## src/htm_pkg.sv

```systemverilog
// constants, types and register map of the humidity threshold monitor
package htm_pkg;
	// clock and time base
	localparam int unsigned CLK_PERIOD_NS = 20;
	localparam int unsigned SEC_NS        = 1000000000;
	localparam int unsigned CYC_PER_SEC   = SEC_NS / CLK_PERIOD_NS;
	localparam int unsigned CYCLE_STEP_S  = 10;
	localparam logic [6:0]  CYCLE_MAX     = 7'h78;

	// register byte offsets
	localparam logic [7:0] OFS_CFG    = 8'h00;
	localparam logic [7:0] OFS_EXT16  = 8'h04;
	localparam logic [7:0] OFS_EXT8   = 8'h08;
	localparam logic [7:0] OFS_TEACH  = 8'h0c;
	localparam logic [7:0] OFS_STATUS = 8'h10;
	localparam logic [7:0] OFS_MEAS   = 8'h14;

	// humidity values are in units of 0.1 g/m3
	localparam logic [15:0] LIM_MIN    = 16'h0064;
	localparam logic [15:0] LIM_MAX    = 16'h0320;
	localparam logic [15:0] HYST_MAX   = 16'h0064;
	localparam logic [15:0] UPPER_RANGE = 16'h0320;

	localparam logic [15:0] LIM_TAB [11] = '{16'h0064, 16'h0096, 16'h00c8, 16'h00fa, 16'h012c, 16'h015e,
		16'h0190, 16'h01f4, 16'h0258, 16'h02bc, 16'h0320};
	localparam logic [15:0] HYST_TAB [6] = '{16'h0000, 16'h0014, 16'h001e, 16'h0032, 16'h0046, 16'h0064};
	// delay choices in seconds
	localparam logic [11:0] DLY_TAB [14] = '{12'h000, 12'h001, 12'h003, 12'h005, 12'h00a, 12'h00f, 12'h01e,
		12'h03c, 12'h0b4, 12'h12c, 12'h258, 12'h384, 12'h708, 12'he10};

	// actions: none, on, off
	localparam logic [1:0] ACT_NONE = 2'h0;
	localparam logic [1:0] ACT_ON   = 2'h1;
	localparam logic [1:0] ACT_OFF  = 2'h2;
	// mode entry {exceed_type, cross action, return action}
	localparam logic [4:0] MODE_TAB [12] = '{5'h16, 5'h19, 5'h06, 5'h09, 5'h14, 5'h18,
		5'h04, 5'h08, 5'h12, 5'h11, 5'h02, 5'h01};

	typedef enum logic [1:0] {EXT_NONE, EXT_16, EXT_8, EXT_TEACH} htm_ext_type;
	typedef enum {ST_IDLE, ST_ON_WAIT, ST_OFF_WAIT} htm_state_type;

	// configuration word, bit 0 at the right
	typedef struct packed {
		logic       rsv1;
		logic [6:0] cycle;
		logic       rsv0;
		logic       send_on_change;
		logic [3:0] off_dly;
		logic [3:0] on_dly;
		logic [1:0] ext_sel;
		logic [3:0] mode;
		logic [2:0] hyst;
		logic [3:0] lim;
	} htm_cfg_type;

	localparam htm_cfg_type CFG_RESET = '0;
endpackage

```

## src/htm_monitor.sv

```systemverilog
// humidity threshold monitor: limit compare, action table, delays and sending
`timescale 1ns/10ps
module htm_monitor #(
	parameter int unsigned CYC_PER_SEC = htm_pkg::CYC_PER_SEC
) (
	input  wire logic        clk_i,
	input  wire logic        sys_rst_i,
	input  wire logic        ce_i,
	input  wire logic [15:0] meas_i,
	input  wire logic [7:0]  addr_i,
	input  wire logic [31:0] wdata_i,
	input  wire logic        wr_i,
	input  wire logic        rd_i,
	output logic      [31:0] rdata_o,
	output logic             limit_state_o,
	output logic             tx_o,
	output logic             tx_value_o
);
	htm_pkg::htm_cfg_type   cfg_q;
	htm_pkg::htm_state_type state_q;
	logic [15:0] ext_lim_q;
	logic        ext_valid_q;
	logic [25:0] pre_q;
	logic        tick_q;
	logic        cond_q;
	logic        raw_q;
	logic        out_q;
	logic        out_prev_q;
	logic [11:0] dly_q;
	logic [11:0] cyc_q;
	logic        chg_send_q;
	logic        cyc_send_q;
	logic [31:0] rdata_q;
	logic        cfg_wr;
	logic        teach_wr;
	logic [15:0] cfg_lim;
	logic [15:0] hyst_val;
	logic [15:0] lim_w;
	logic [16:0] lim_hi;
	logic [16:0] lim_lo;
	logic [4:0]  mode_ent;
	logic [1:0]  act_cross;
	logic [1:0]  act_ret;
	logic        set_w;
	logic        clr_w;
	logic        supp_w;
	logic [11:0] on_dly_s;
	logic [11:0] off_dly_s;
	logic [11:0] cyc_reload;
	logic [23:0] ext8_scaled;

	assign cfg_wr   = wr_i && (addr_i == htm_pkg::OFS_CFG);
	assign teach_wr = wr_i && (addr_i == htm_pkg::OFS_TEACH);

	// table lookups, out-of-range selections fall back to the first entry
	always_comb begin
		cfg_lim   = (cfg_q.lim < 4'hb) ? htm_pkg::LIM_TAB[cfg_q.lim] : htm_pkg::LIM_TAB[0];
		hyst_val  = (cfg_q.hyst < 3'h6) ? htm_pkg::HYST_TAB[cfg_q.hyst] : htm_pkg::HYST_TAB[0];
		mode_ent  = (cfg_q.mode < 4'hc) ? htm_pkg::MODE_TAB[cfg_q.mode] : htm_pkg::MODE_TAB[0];
		on_dly_s  = (cfg_q.on_dly < 4'he) ? htm_pkg::DLY_TAB[cfg_q.on_dly] : htm_pkg::DLY_TAB[0];
		off_dly_s = (cfg_q.off_dly < 4'he) ? htm_pkg::DLY_TAB[cfg_q.off_dly] : htm_pkg::DLY_TAB[0];
	end

	assign act_cross = mode_ent[3:2];
	assign act_ret   = mode_ent[1:0];
	// period in seconds, settings above the top step are clamped
	assign cyc_reload = ((cfg_q.cycle > htm_pkg::CYCLE_MAX) ? 12'(htm_pkg::CYCLE_MAX) : 12'(cfg_q.cycle))
		* 12'(htm_pkg::CYCLE_STEP_S);

	// one-byte value is a fraction of the upper range in 256ths, scaled by 1/256 to avoid a divider
	assign ext8_scaled = 24'(wdata_i[7:0]) * 24'(htm_pkg::UPPER_RANGE);

	// external limit only after a fresh value since the last download
	assign lim_w = (cfg_q.ext_sel != htm_pkg::EXT_NONE && ext_valid_q) ? ext_lim_q : cfg_lim;
	assign lim_hi = {1'b0, lim_w} + {1'b0, hyst_val};
	assign lim_lo = (lim_w > hyst_val) ? ({1'b0, lim_w} - {1'b0, hyst_val}) : 17'h00000;

	// crossing detection; strict compares so equality never toggles
	always_comb begin
		if (mode_ent[4]) begin
			set_w = {1'b0, meas_i} > {1'b0, lim_w};
			clr_w = {1'b0, meas_i} < lim_lo;
		end else begin
			set_w = meas_i < lim_w;
			clr_w = {1'b0, meas_i} > lim_hi;
		end
	end

	// cyclic sends are muted while the action of the holding condition is none
	assign supp_w = cond_q ? (act_cross == htm_pkg::ACT_NONE) : (act_ret == htm_pkg::ACT_NONE);

	// configuration write acts as a download
	always_ff @(posedge clk_i or posedge sys_rst_i) begin
		if (sys_rst_i) begin
			cfg_q <= htm_pkg::CFG_RESET;
		end else if (ce_i && cfg_wr) begin
			cfg_q <= htm_pkg::htm_cfg_type'(wdata_i[30:0]); // bit 31 is reserved, word is one bit wider
		end
	end

	// external and taught limit; a download invalidates the held value
	always_ff @(posedge clk_i or posedge sys_rst_i) begin
		if (sys_rst_i) begin
			ext_lim_q   <= 16'h0000;
			ext_valid_q <= 1'b0;
		end else if (ce_i) begin
			if (cfg_wr) begin
				ext_valid_q <= 1'b0;
			end else if (wr_i && addr_i == htm_pkg::OFS_EXT16 && cfg_q.ext_sel == htm_pkg::EXT_16) begin
				ext_lim_q   <= wdata_i[15:0];
				ext_valid_q <= 1'b1;
			end else if (wr_i && addr_i == htm_pkg::OFS_EXT8 && cfg_q.ext_sel == htm_pkg::EXT_8) begin
				ext_lim_q   <= ext8_scaled[23:8];
				ext_valid_q <= 1'b1;
			end else if (teach_wr && cfg_q.ext_sel == htm_pkg::EXT_TEACH) begin
				ext_lim_q   <= meas_i;
				ext_valid_q <= 1'b1;
			end
		end
	end

	// seconds time base
	always_ff @(posedge clk_i or posedge sys_rst_i) begin
		if (sys_rst_i) begin
			pre_q  <= 26'h0000000;
			tick_q <= 1'b0;
		end else if (ce_i) begin
			tick_q <= 1'b0;
			if (pre_q >= 26'(CYC_PER_SEC - 1)) begin
				pre_q  <= 26'h0000000;
				tick_q <= 1'b1;
			end else begin
				pre_q <= pre_q + 26'h0000001;
			end
		end
	end

	// hysteresis state and raw limit state from the action table
	always_ff @(posedge clk_i or posedge sys_rst_i) begin
		if (sys_rst_i) begin
			cond_q <= 1'b0;
			raw_q  <= 1'b0;
		end else if (ce_i) begin
			if (!cond_q && set_w) begin
				cond_q <= 1'b1;
				if (act_cross == htm_pkg::ACT_ON) begin
					raw_q <= 1'b1;
				end else if (act_cross == htm_pkg::ACT_OFF) begin
					raw_q <= 1'b0;
				end
			end else if (cond_q && clr_w) begin
				cond_q <= 1'b0;
				if (act_ret == htm_pkg::ACT_ON) begin
					raw_q <= 1'b1;
				end else if (act_ret == htm_pkg::ACT_OFF) begin
					raw_q <= 1'b0;
				end
			end
		end
	end

	// switch-on/off delays; timer counts whole ticks so first second may be short
	always_ff @(posedge clk_i or posedge sys_rst_i) begin
		if (sys_rst_i) begin
			state_q <= htm_pkg::ST_IDLE;
			dly_q   <= 12'h000;
			out_q   <= 1'b0;
		end else if (ce_i) begin
			case (state_q)
				htm_pkg::ST_IDLE: begin
					if (raw_q && !out_q) begin
						if (on_dly_s == 12'h000) begin
							out_q <= 1'b1;
						end else begin
							dly_q   <= on_dly_s;
							state_q <= htm_pkg::ST_ON_WAIT;
						end
					end else if (!raw_q && out_q) begin
						if (off_dly_s == 12'h000) begin
							out_q <= 1'b0;
						end else begin
							dly_q   <= off_dly_s;
							state_q <= htm_pkg::ST_OFF_WAIT;
						end
					end
				end
				htm_pkg::ST_ON_WAIT, htm_pkg::ST_OFF_WAIT: begin
					if (raw_q == out_q) begin
						state_q <= htm_pkg::ST_IDLE;
					end else if (tick_q) begin
						if (dly_q == 12'h001) begin
							out_q   <= raw_q;
							state_q <= htm_pkg::ST_IDLE;
						end else begin
							dly_q <= dly_q - 12'h001;
						end
					end
				end
				default: begin
					state_q <= htm_pkg::ST_IDLE;
				end
			endcase
		end
	end

	// send on change of the delayed state
	always_ff @(posedge clk_i or posedge sys_rst_i) begin
		if (sys_rst_i) begin
			out_prev_q <= 1'b0;
			chg_send_q <= 1'b0;
		end else if (ce_i) begin
			out_prev_q <= out_q;
			chg_send_q <= (out_q != out_prev_q) && cfg_q.send_on_change;
		end
	end

	// cyclic repeat; counter reloads so a new setting takes effect within one period
	always_ff @(posedge clk_i or posedge sys_rst_i) begin
		if (sys_rst_i) begin
			cyc_q      <= 12'h000;
			cyc_send_q <= 1'b0;
		end else if (ce_i) begin
			cyc_send_q <= 1'b0;
			if (cfg_q.cycle == 7'h00) begin
				cyc_q <= 12'h000;
			end else if (cyc_q == 12'h000 || cyc_q > cyc_reload) begin
				cyc_q <= cyc_reload;
			end else if (tick_q) begin
				if (cyc_q == 12'h001) begin
					cyc_q      <= cyc_reload;
					cyc_send_q <= !supp_w;
				end else begin
					cyc_q <= cyc_q - 12'h001;
				end
			end
		end
	end

	// read port, data valid only in the cycle after the strobe
	always_ff @(posedge clk_i or posedge sys_rst_i) begin
		if (sys_rst_i) begin
			rdata_q <= 32'h00000000;
		end else if (ce_i) begin
			rdata_q <= 32'h00000000;
			if (rd_i) begin
				case (addr_i)
					htm_pkg::OFS_CFG:    rdata_q <= 32'(cfg_q);
					htm_pkg::OFS_EXT16:  rdata_q <= {16'h0000, ext_lim_q};
					htm_pkg::OFS_STATUS: rdata_q <= {lim_w, 8'h00, 1'b0, 2'(state_q), supp_w,
						ext_valid_q, out_q, raw_q, cond_q};
					htm_pkg::OFS_MEAS:   rdata_q <= {16'h0000, meas_i};
					default:             rdata_q <= 32'h00000000;
				endcase
			end
		end
	end

	assign rdata_o       = rdata_q;
	assign limit_state_o = out_q;
	assign tx_value_o    = out_q;
	assign tx_o          = chg_send_q || cyc_send_q;
endmodule

```

## config.mk

```make
export PLATFORM = sky130hd
export DESIGN_NAME = htm_monitor
export DESIGN_NICKNAME = d
export VERILOG_FILES = /design/src/htm_pkg.sv /design/src/htm_monitor.sv
export SDC_FILE = /design/constraint.sdc
export NUM_CORES = 1
export LEC_CHECK = 0
export BUFFER_PORTS_ARGS = -buffer_cell sky130_fd_sc_hd__buf_2
export CAP_MARGIN = 20
export CORE_MARGIN = 2
export CORE_UTILIZATION = 45
export DETAILED_ROUTE_END_ITERATION = 6
export GPL_TIMING_DRIVEN = 1
export PLACE_DENSITY = 0.64
export SLEW_MARGIN = 20
export SYNTH_ARGS = -nofsm -noshare
export SYNTH_HDL_FRONTEND = slang
export SYNTH_SLANG_ARGS = --single-unit
export TNS_END_PERCENT = 30
```

## constraint.sdc

```tcl
create_clock -name clk_i -period 11.09 [get_ports clk_i]
set_input_delay 2.218 -clock clk_i [delete_from_list [all_inputs] [get_ports clk_i]]
set_output_delay 2.218 -clock clk_i [all_outputs]
set_load 0.01 [all_outputs]
```

After elaboration in Yosys (flattened, before gate mapping) --
Memory sizes are Yosys's and may differ from the RTL's. Cells that the tools add are included. Widths: inputs -> output; s select.
Word-level totals: register bits after elaboration 169, ROM bits 848, logic and storage cells 206, memories kept 5
Memory list:
- (no name shown) | depth 16, width 16, rd ports 1, clocked after Yosys merged registers in 0, write ports 0, line htm_monitor.sv:57 | cfg_lim = (cfg_q.lim < 4'hb) ? htm_pkg::LIM_TAB[cfg_q.lim] : htm_pkg::LIM_TAB[0];
- (no name shown) | depth 16, width 12, rd ports 1, clocked after Yosys merged registers in 0, write ports 0, line htm_monitor.sv:61 | off_dly_s = (cfg_q.off_dly < 4'he) ? htm_pkg::DLY_TAB[cfg_q.off_dly] : htm_pkg::DLY_TAB[0];
- (no name shown) | depth 16, width 12, rd ports 1, clocked after Yosys merged registers in 0, write ports 0, line htm_monitor.sv:60 | on_dly_s = (cfg_q.on_dly < 4'he) ? htm_pkg::DLY_TAB[cfg_q.on_dly] : htm_pkg::DLY_TAB[0];
- (no name shown) | depth 8, width 16, rd ports 1, clocked after Yosys merged registers in 0, write ports 0, line htm_monitor.sv:58 | hyst_val = (cfg_q.hyst < 3'h6) ? htm_pkg::HYST_TAB[cfg_q.hyst] : htm_pkg::HYST_TAB[0];
- (no name shown) | depth 16, width 5, rd ports 1, clocked after Yosys merged registers in 0, write ports 0, line htm_monitor.sv:59 | mode_ent = (cfg_q.mode < 4'hc) ? htm_pkg::MODE_TAB[cfg_q.mode] : htm_pkg::MODE_TAB[0];
Operators by class: add/subtract/negate cells 5, multipliers 2, $lt $le $gt $ge 18, equal/unequal tests 30, mux-type cells 72, bitwise operators 6, reductions and logical operators 44
Operator list (number):
- $mux 32 | 8
- $mux 12 | 17
- $mux 16 | 10
- $pmux 32 s4 | 1
- $pmux 32 s2 | 1
- $logic_not 12->1 | 3
- $eq 32x1->1 const B | 1
- $eq 32x2->1 const B | 1
- $gt 16x16->1 | 2
- $logic_not 32->1 | 1
- $mux 1 | 27
- $add 26x1->26 const B | 1
- $ge 26x26->1 const B | 1
- $mux 26 | 1
- $eq 12x1->1 const B | 2
- $pmux 12 s2 | 1
- $sub 12x1->12 const B | 2
- $ne 3x3->1 const B | 7
- $ge 5x5->1 const B | 4
- $not 4->5 | 4
- $add 16x16->17 | 1
- $gt 16x17->1 | 1
- $lt 16x17->1 | 1
- $mux 17 | 1
- 38 further kinds | 78

Logic depth before layout (Yosys ltp) --
Gate-level depths: netlist of the first run.
depth after elaboration 13, gate-level depth with buffers 25, gate-level depth less buffers 24

Least setup slack after synthesis of the first run --
No wires, ideal clock.
path kind register -> register, start register cfg_q[1] (netlist bit), end register raw_q, setup time 0.079 ns, arrival time 5.110 ns, slack 5.900 ns, stages on the path, launching flop included 24, clock period less this slack 5.190 ns, cells stage by stage dfrtp_1 ha_1 or3b_2 o221ai_1 o21ai_0 inv_1 ha_1 clkbuf_1 nand2b_1 a21oi_1 o21bai_1 a21o_1 a2111oi_2 nor3b_1 xor2_1 ha_1 nand3_1 nor4_1 o21ai_0 o211a_1 a311oi_1 a211oi_2 a2111oi_2 mux2i_1
On the way: cells in the longest elaborated chain, start to end 13, elaborated cells on any way between the ends 24
Ends and longest elaborated chain:
- from (decl) | line htm_monitor.sv:19 | htm_pkg::htm_cfg_type cfg_q;
- from (signal assigned) | line htm_monitor.sv:95 | cfg_q <= htm_pkg::CFG_RESET;
- from (signal assigned) | line htm_monitor.sv:97 | cfg_q <= htm_pkg::htm_cfg_type'(wdata_i[30:0]);
- $not 4->5 (implied by the code) | line htm_monitor.sv:57
- $mem_v2 16x16
- $mux 16 (implied by the code) (2 in series) | line htm_monitor.sv:57
- $mux 16 (*) | line htm_monitor.sv:57
- $mux 16 (*) | line htm_monitor.sv:74 | assign lim_w = (cfg_q.ext_sel != htm_pkg::EXT_NONE && ext_valid_q) ? ext_lim_q : cfg_lim;
- $sub 16x16->17 or $gt 16x16->1 (tied branches) | line htm_monitor.sv:76 | assign lim_lo = (lim_w > hyst_val) ? ({1'b0, lim_w} - {1'b0, hyst_val}) : 17'h00000;
- $mux 17 | line htm_monitor.sv:76
- $lt 16x17->1 | line htm_monitor.sv:82 | clr_w = {1'b0, meas_i} < lim_lo;
- $mux 1 | line htm_monitor.sv:80 | if (mode_ent[4]) begin
- $logic_and 1x1->1 | line htm_monitor.sv:151 | end else if (cond_q && clr_w) begin
- $reduce_bool 2->1 (no source line)
- $reduce_and 4->1 (no source line)
- to (signal assigned) | line htm_monitor.sv:149 | raw_q <= 1'b0;
- to (signal assigned) | line htm_monitor.sv:154 | raw_q <= 1'b1;
- to (signal assigned) | line htm_monitor.sv:156 | raw_q <= 1'b0;
- to (decl) | line htm_monitor.sv:26 | logic raw_q;
Every way passes the cells marked *; elsewhere a longest branch is shown, timed or not. The select of a mux whose other input is x is not followed. A chain may end at the register's enable or synchronous reset.

Worst setup path after layout of the first run --
start register cfg_q[12] (netlist bit), end register raw_q
On the way: cells in the longest elaborated chain, start to end 10, elaborated cells on any way between the ends 20
Ends and longest elaborated chain (line):
- $reduce_bool 2->1 (*) | htm_monitor.sv:74
- $logic_and 1x1->1 (*) | htm_monitor.sv:74
- $mux 16 (*) | htm_monitor.sv:74
- $sub 16x16->17 or $gt 16x16->1 (tied branches) | htm_monitor.sv:76
- $mux 17 | htm_monitor.sv:76
- $lt 16x17->1 | htm_monitor.sv:82
- $mux 1 | htm_monitor.sv:80
- $logic_and 1x1->1 | htm_monitor.sv:151
- $reduce_bool 2->1 (no source line)
- $reduce_and 4->1 (no source line)
Every way passes the cells marked *; elsewhere a longest branch is shown, timed or not.

==> flow_summary.yaml, run 1 <==
critical_path:
  cp_slowest_cell: "o21ai_1"
  criticalPathCategory: "reg2reg"
  cp.arrival_ns: 6.79
  cp_max_fo: 10
  max_stage_delay_ns: 0.75
  r2r-end: "raw_q"
  r2r_slack_ns: 4.65
  worstRegToRegCells: 21
  critical_path_required_ns: 11.45
  cp_common_cell: "o21ai_0"
  cpLargestDelayFamily: "compound AO/OA/AOI/OAI gates"
  crit_path_end_kind: "register"
  startpoint_type: "register"
  worst_r2r_startpoint: "cfg_q[12]"
  path_cells: "o21ai_1, o221ai_1, o21ai_0, inv_1, ha_1, a221oi_1, nor4_1, a2111oi_4, o21ai_0, nor2_1, xor2_1, nand2_1, ha_1, nand4_1, nor4_1, o21ai_0, o211a_1, a311oi_1, a211oi_2, a2111oi_2, mux2i_1"
  worstPathBufferInverterCount: 1
route:
  vias: 10004
  wl_per_cell_um: 18.9
  antenna_left: 0
  first_iter_violations: 664
  routed_wl_mm: 31.9
  via_per_inst: 5.93
  first_pass_iters: 5
  drc: 0
pwr:
  max-vdd-ir-drop_mv: 0.112
  power_density_nw_per_um2: 148
  leakagePower_uw: 0.00589
  totalPowerFinal_uw: 1870
floorplanning:
  core-area_um2: 25000
  ioPinCount: 96
  start_util_pct: 45.6
  floorplan.die_area_um2: 26600
  fp-row-count: 58
  die_h_um: 163
  die_w_um: 163
timing:
  finalMaxSlewViolations: 0
  fin_crit_sh_pct: 58.0
  rsz0062_at_grt: "false"
  tns_ns: 0
  finalHoldViolations: 0
  fmax_ghz: 0.155
  period_minus_slack_ns: 6.44
  tightest_slew_ns: 1.09
  worst_clock_skew_ns: 0.00831
  setup_viol: 0
  slew_headroom_pct: 27.1
  hold_slack_ns: 0.482
global_routing:
  grt_usage_pct: 24.9
  grt_max_degree: 79
  grt_first_pass_wirelength_mm: 51.7
  grt-ovfl-total: 0
  grt_antenna_before_repair: 0
  first_global_vias: 9612
yosys:
  ys_warn_count: 0
  netlist.area_leader.share_pct: 30.5
  syn_nets: 1483
  synth_edf_count: 0
  synth_area_um2: 11400
  synth-seq-cells: 139
  synthFlopType: "dfrtp_1"
  synth_cell_types: 80
  ys_async_sr_fraction_pct: 100
  syn_inst: 1285
  yosysTopAreaCell: "dfrtp_1"
  ys_seq_area_share_pct: 30.5
  yosysMostFrequentCell: "dfrtp_1"
  synthTopCellsByCount: "139 x dfrtp_1, 131 x ha_1, 119 x nand2_1"
  yosys-top-cells-area: "dfrtp_1 30%, ha_1 14%, nand2_1 3.9%"
  synth.avg_cell_area_um2: 8.88
final_layout:
  drive_gt1_share_pct: 14.8
  postLayoutCellArea_um2: 12700
  diodes: 0
  final_cells: 1686
  area_delta_synth_final_pct: 11.2
  nNetsFinal: 1541
clocking:
  htreeDepth: 4
  ctsRootBufferMaster: "clkbuf_16"
  cts.repair.resized: 0
  postCtsHoldBufs: 0
  clk-insertion-delay-late_ns: 0.44
  clk_pin_slew_ns: 0.07
  post_cts_buffers: 0
  clock-sinks: 139
  cts_buffer_depth: 2
  tritoncts: "yes"
  cts_inserted_buffers: 17
job:
  drv_cap: 0
hold_path:
  min_path_type: "reg2reg"
  worstHoldPathCells: 1
  hold_path_end: "chg_send_q"
  hp-start: "chg_send_q"
placed_design:
  gp_congestion: 0.896
  hpwl_mm: 23.7
  dp_cells: 1654
  placed_area_um2: 12100
  port_buffers: 94
run_status:
  status: "finished clean"
==> placed cells by master (no fill, tap or decap), types with 7 or more instances in the layout <==
cell type  Yosys  final
a211oi_1       7      7
a21o_1        22     22
a21oi_1       71     71
a221oi_1       8      8
a22oi_1       24     24
a31oi_1       10     10
and3_1        15     14
buf_2         10     94
buf_4          4     11
clkbuf_16      0     17
dfrtp_1      139    139
ha_1         131    131
inv_1         85     84
inv_6          0      9
mux2_2        36     36
mux2i_1       24     24
nand2_1      119    119
nand2b_1      12     12
nand3_1       27     27
nand4_1       22     22
nor2_1        91     91
nor2b_1       11     11
nor3_1        30     30
nor4_1         9      9
o21a_1         8      8
o21ai_0       83     83
o2bb2ai_1     45     45
o31ai_1        9      9
or3_1          9      9
xnor2_1       26     26
xor2_1        31     31
==> layer usage <==
metal  global-route usage, %  up-vias  routed length (um)
met3                    3.25       49                2030
met4                    7.96        0                 708
met1                    35.5     4849               14700
met5                       0        -                   0
met2                    39.2      313               14500
li1                        -     4793                   -
==> worst max path at each step <==
stage,depth (start not counted),from,end,slack [ns]
floorplan,1,sys_rst_i,cfg_q[0],5.15
global placement,21,cfg_q[12],raw_q,4.69
detailed placement,21,cfg_q[12],raw_q,4.70
CTS,21,cfg_q[12],raw_q,4.66
global route,21,cfg_q[12],raw_q,4.29
finish,21,cfg_q[12],raw_q,4.65
==> where the power goes <==
part / internal, uW / switching, uW
logic: 289 / 385
registers: 556 / 67.1
clock network: 317 / 258
total: 1160 / 710
==> registers in the layout, summed over array words and instances, names as in the netlist <==
name	count
rdata_o	32
ext_lim_q	16
cfg_q	31
cyc_q	12
tick_q	1
cyc_send_q	1
cond_q	1
dly_q	12
pre_q	26
limit_state_o	1
out_prev_q	1
raw_q	1
ext_valid_q	1
chg_send_q	1
state_q	2
==> cell type report <==
type                       count  area [um2]
inverter                      87         332
multi-input combinational    992        7320
tap                          330         413
clock inverter                15         151
fill                        2375       12400
sequential                   139        3480
clock buffer                  17         425
timing repair buffer         106         564
==> cells by family after synthesis <==
family                     count (synthesis)  synth area share, %
and+or+nand+nor                          380                 16.3
muxes                                     67                 6.97
xor gates and xnor gates                  57                 4.38
adders and majority gates                137                 15.4
buffers and inverters                    154                 5.37
AOI/OAI and AO/OA                        351                 21.1
DFF                                      139                 30.5
==> per-stage QoR <==
step / setup WS (ns) / utilization (%)
final: 4.65 / 50.7
after detailed placement: 4.70 / 48.3
after floorplan: 5.15 / -
after global placement: 4.69 / 48.3
after global routing: 4.29 / 50.7
after CTS: 4.66 / 50.6
Note: power is estimated with default switching activity, not from simulation.
==> inputs of run 2 (changes only) <==
--- a/config.mk
+++ b/config.mk
@@ -5,13 +5,14 @@
 export SDC_FILE = /design/constraint.sdc
 export NUM_CORES = 1
 export LEC_CHECK = 0
+export ABC_AREA = 1
 export BUFFER_PORTS_ARGS = -buffer_cell sky130_fd_sc_hd__buf_2
 export CAP_MARGIN = 20
 export CORE_MARGIN = 2
 export CORE_UTILIZATION = 45
 export DETAILED_ROUTE_END_ITERATION = 6
 export GPL_TIMING_DRIVEN = 1
-export PLACE_DENSITY = 0.64
+export PLACE_DENSITY = 0.66
 export SLEW_MARGIN = 20
 export SYNTH_ARGS = -nofsm -noshare
 export SYNTH_HDL_FRONTEND = slang
==> constraint.sdc (replaced) <==
create_clock -name clk_i -period 5.9 [get_ports clk_i]
set_input_delay 1.18 -clock clk_i [delete_from_list [all_inputs] [get_ports clk_i]]
set_output_delay 1.18 -clock clk_i [all_outputs]
set_load 0.01 [all_outputs]
==> flow_summary.yaml, run 2 <==
pwr:
  share_comb_of_total_power_pct: 36.7
  p_int_uw: 2190
  swShare_pct: 39.9
  totalPowerFinal_uw: 3650
  max-vdd-ir-drop_mv: 0.204
  share_clk_of_total_power_pct: 30.3
  power_density_nw_per_um2: 286
  switchingPower_uw: 1460
  p_seq_share_pct: 33.0
  leakagePower_uw: 0.00662
timing:
  period_minus_slack_ns: 5.27
  worst_clock_skew_ns: 0.0130
  slew_headroom_pct: 24.9
  finalMaxSlewViolations: 0
  setup_viol: 0
  fin_crit_sh_pct: 89.4
  rsz0062_at_grt: "false"
  finalHoldViolations: 0
  hold_slack_ns: 0.488
  tightest_slew_ns: 1.11
  fmax_ghz: 0.190
  tns_ns: 0
  fin_ws_ns: 0.627
run_status:
  violations: "DRC"
  status: "finished, violations left"
yosys:
  yosysMostFrequentCell: "nand2_1"
  synth_edf_count: 0
  yosysTopAreaCell: "dfrtp_1"
  netlist.area_leader.share_pct: 30.5
  ys_seq_area_share_pct: 30.5
  synth_area_um2: 11400
  synthTopCellsByCount: "286 x nand2_1, 199 x inv_1, 139 x dfrtp_1"
  yosys-top-cells-area: "dfrtp_1 31%, ha_1 14%, nand2_1 9.4%"
  syn_nets: 1733
  synth-seq-cells: 139
  synth.avg_cell_area_um2: 7.43
  synthFlopType: "dfrtp_1"
  syn_inst: 1535
  ys_async_sr_fraction_pct: 100
  ys_warn_count: 0
  synth_cell_types: 59
final_layout:
  area_delta_synth_final_pct: 11.8
  drive_gt1_share_pct: 11.7
  largest_reg_flops: 32
  diodes: 0
  final_common_cell: "nand2_1"
  mostFrequentLayoutCells: "286 x nand2_1, 198 x inv_1, 139 x dfrtp_1"
  nNetsFinal: 1811
clocking:
  cts_buffer_depth: 2
  clk-insertion-delay-late_ns: 0.42
  cts.repair.resized: 0
  post_cts_buffers: 0
  tritoncts: "yes"
  ctsRootBufferMaster: "clkbuf_16"
  clk_pin_slew_ns: 0.07
  postCtsHoldBufs: 0
  clock-sinks: 139
  htreeDepth: 4
  cts_inserted_buffers: 17
placed_design:
  gp_congestion: 0.948
  hpwl_mm: 25.8
  dp_slack_ns: 0.741
  port_buffers: 94
global_routing:
  first_global_vias: 10211
  grt_first_pass_wirelength_mm: 52.9
  grt_usage_pct: 25.3
  grt_max_degree: 91
  grt_antenna_before_repair: 0
  grt-ovfl-total: 0
critical_path:
  cp_slowest_cell: "a22oi_1"
  cp_common_cell: "nand2_1"
  startpoint_type: "register"
  max_stage_delay_ns: 0.56
  crit_path_end_kind: "register"
  crit_start: "cfg_q[1]"
  worst_r2r_startpoint: "cfg_q[1]"
  cp_max_fo: 16
  criticalPathCategory: "reg2reg"
  cp.arrival_ns: 5.58
  critical_path_required_ns: 6.21
floorplanning:
  die_h_um: 163
  fp-row-count: 58
  die_w_um: 163
  floorplan.die_area_um2: 26600
  ioPinCount: 96
  start_util_pct: 45.5
  core-area_um2: 25000
route:
  wl_per_cell_um: 16.9
  first_iter_violations: 802
  routed_wl_mm: 33.0
  first_pass_iters: 7
  antenna_left: 0
  drc: 1
  via_per_inst: 5.56
  vias: 10879
job:
  drv_cap: 0
hold_path:
  hp-start: "rdata_o[9]"
  min_path_type: "reg2reg"
run 2: cell count changes after synthesis, sizes merged, moves of 18 or more:
cell / before / now
clkbuf: 51 / 25
mux2i: 24 / 1
nor2: 91 / 142
inv: 86 / 213
nand3: 27 / 94
o21ai: 85 / 139
a21o: 22 / 3
o22ai: 6 / 37
xnor2: 26 / 8
nand2: 119 / 298
o2bb2ai: 45 / 0
mux2: 37 / 0
run 2: metal layers:
layer	vias up	wire [um]	GRT usage, %
li1	5353	-	-
met4	0	1190	9.86
met3	78	1630	3.66
met5	-	0	0
met2	340	15400	41.2
met1	5108	14800	33.8
run 2: power groups by stage:
stage                     clock, uW  sequential (uW)  combinational, uW
after global routing           1160             1220               1540
after floorplan                   0             1180               1020
after CTS                      1120             1200               1330
after detailed placement          0             1210               1330
after global placement            0             1210               1290
final                          1110             1200               1340
run 2: worst paths after layout:
path                          endpoint  slack [ns]  cells after the start
min in group asynchronous   rdata_o[6]        0.92                      2
hold / removal              rdata_o[9]        0.49                      2
max in group asynchronous  rdata_o[28]        3.78                      3
setup reg to reg                 raw_q        0.63                     29
hold reg to reg             rdata_o[9]        0.49                      2
setup / recovery                 raw_q        0.63                     29
run 2: cell type report:
class	count	area [um2]
Timing Repair Buffer	103	538
Multi-Input combinational cell	1137	6900
Clock buffer	17	425
Sequential cell	139	3480
Tap cell	330	413
Inverter	215	812
Clock inverter	15	175
Fill cell	2459	12300
run 2: kinds of logic (layout without fill, tap and decap cells):
logic type | count (synthesis) | in the layout | synth area share [%]
simple gates | 616 | 616 | 24.3
buf+inv | 259 | 350 | 9.00
flops | 139 | 139 | 30.5
fa+ha+maj | 137 | 137 | 15.4
xor+xnor | 40 | 40 | 3.07
mux | 1 | 1 | 0.0878
compound gates | 343 | 343 | 17.7
run 2: stage by stage:
step                      utilization (%)  cell area, um2  std cells
after floorplan                         -           11400       1535
after global placement               48.5           12100       1924
after detailed placement             48.5           12100       1924
after CTS                            50.9           12700       1956
after global routing                 50.9           12700       1956
final                                50.9           12700       1956
run 2: critical path: cells and delay by family (launching register included):
kind | cells | cell delay, ns
AO/OA/AOI/OAI | 7 | 1.68
buffers and inverters | 2 | 0.47
AND/OR/NAND/NOR | 17 | 1.53
flip-flops | 1 | 0.46
adder cells (fa/ha/maj) | 3 | 1.02
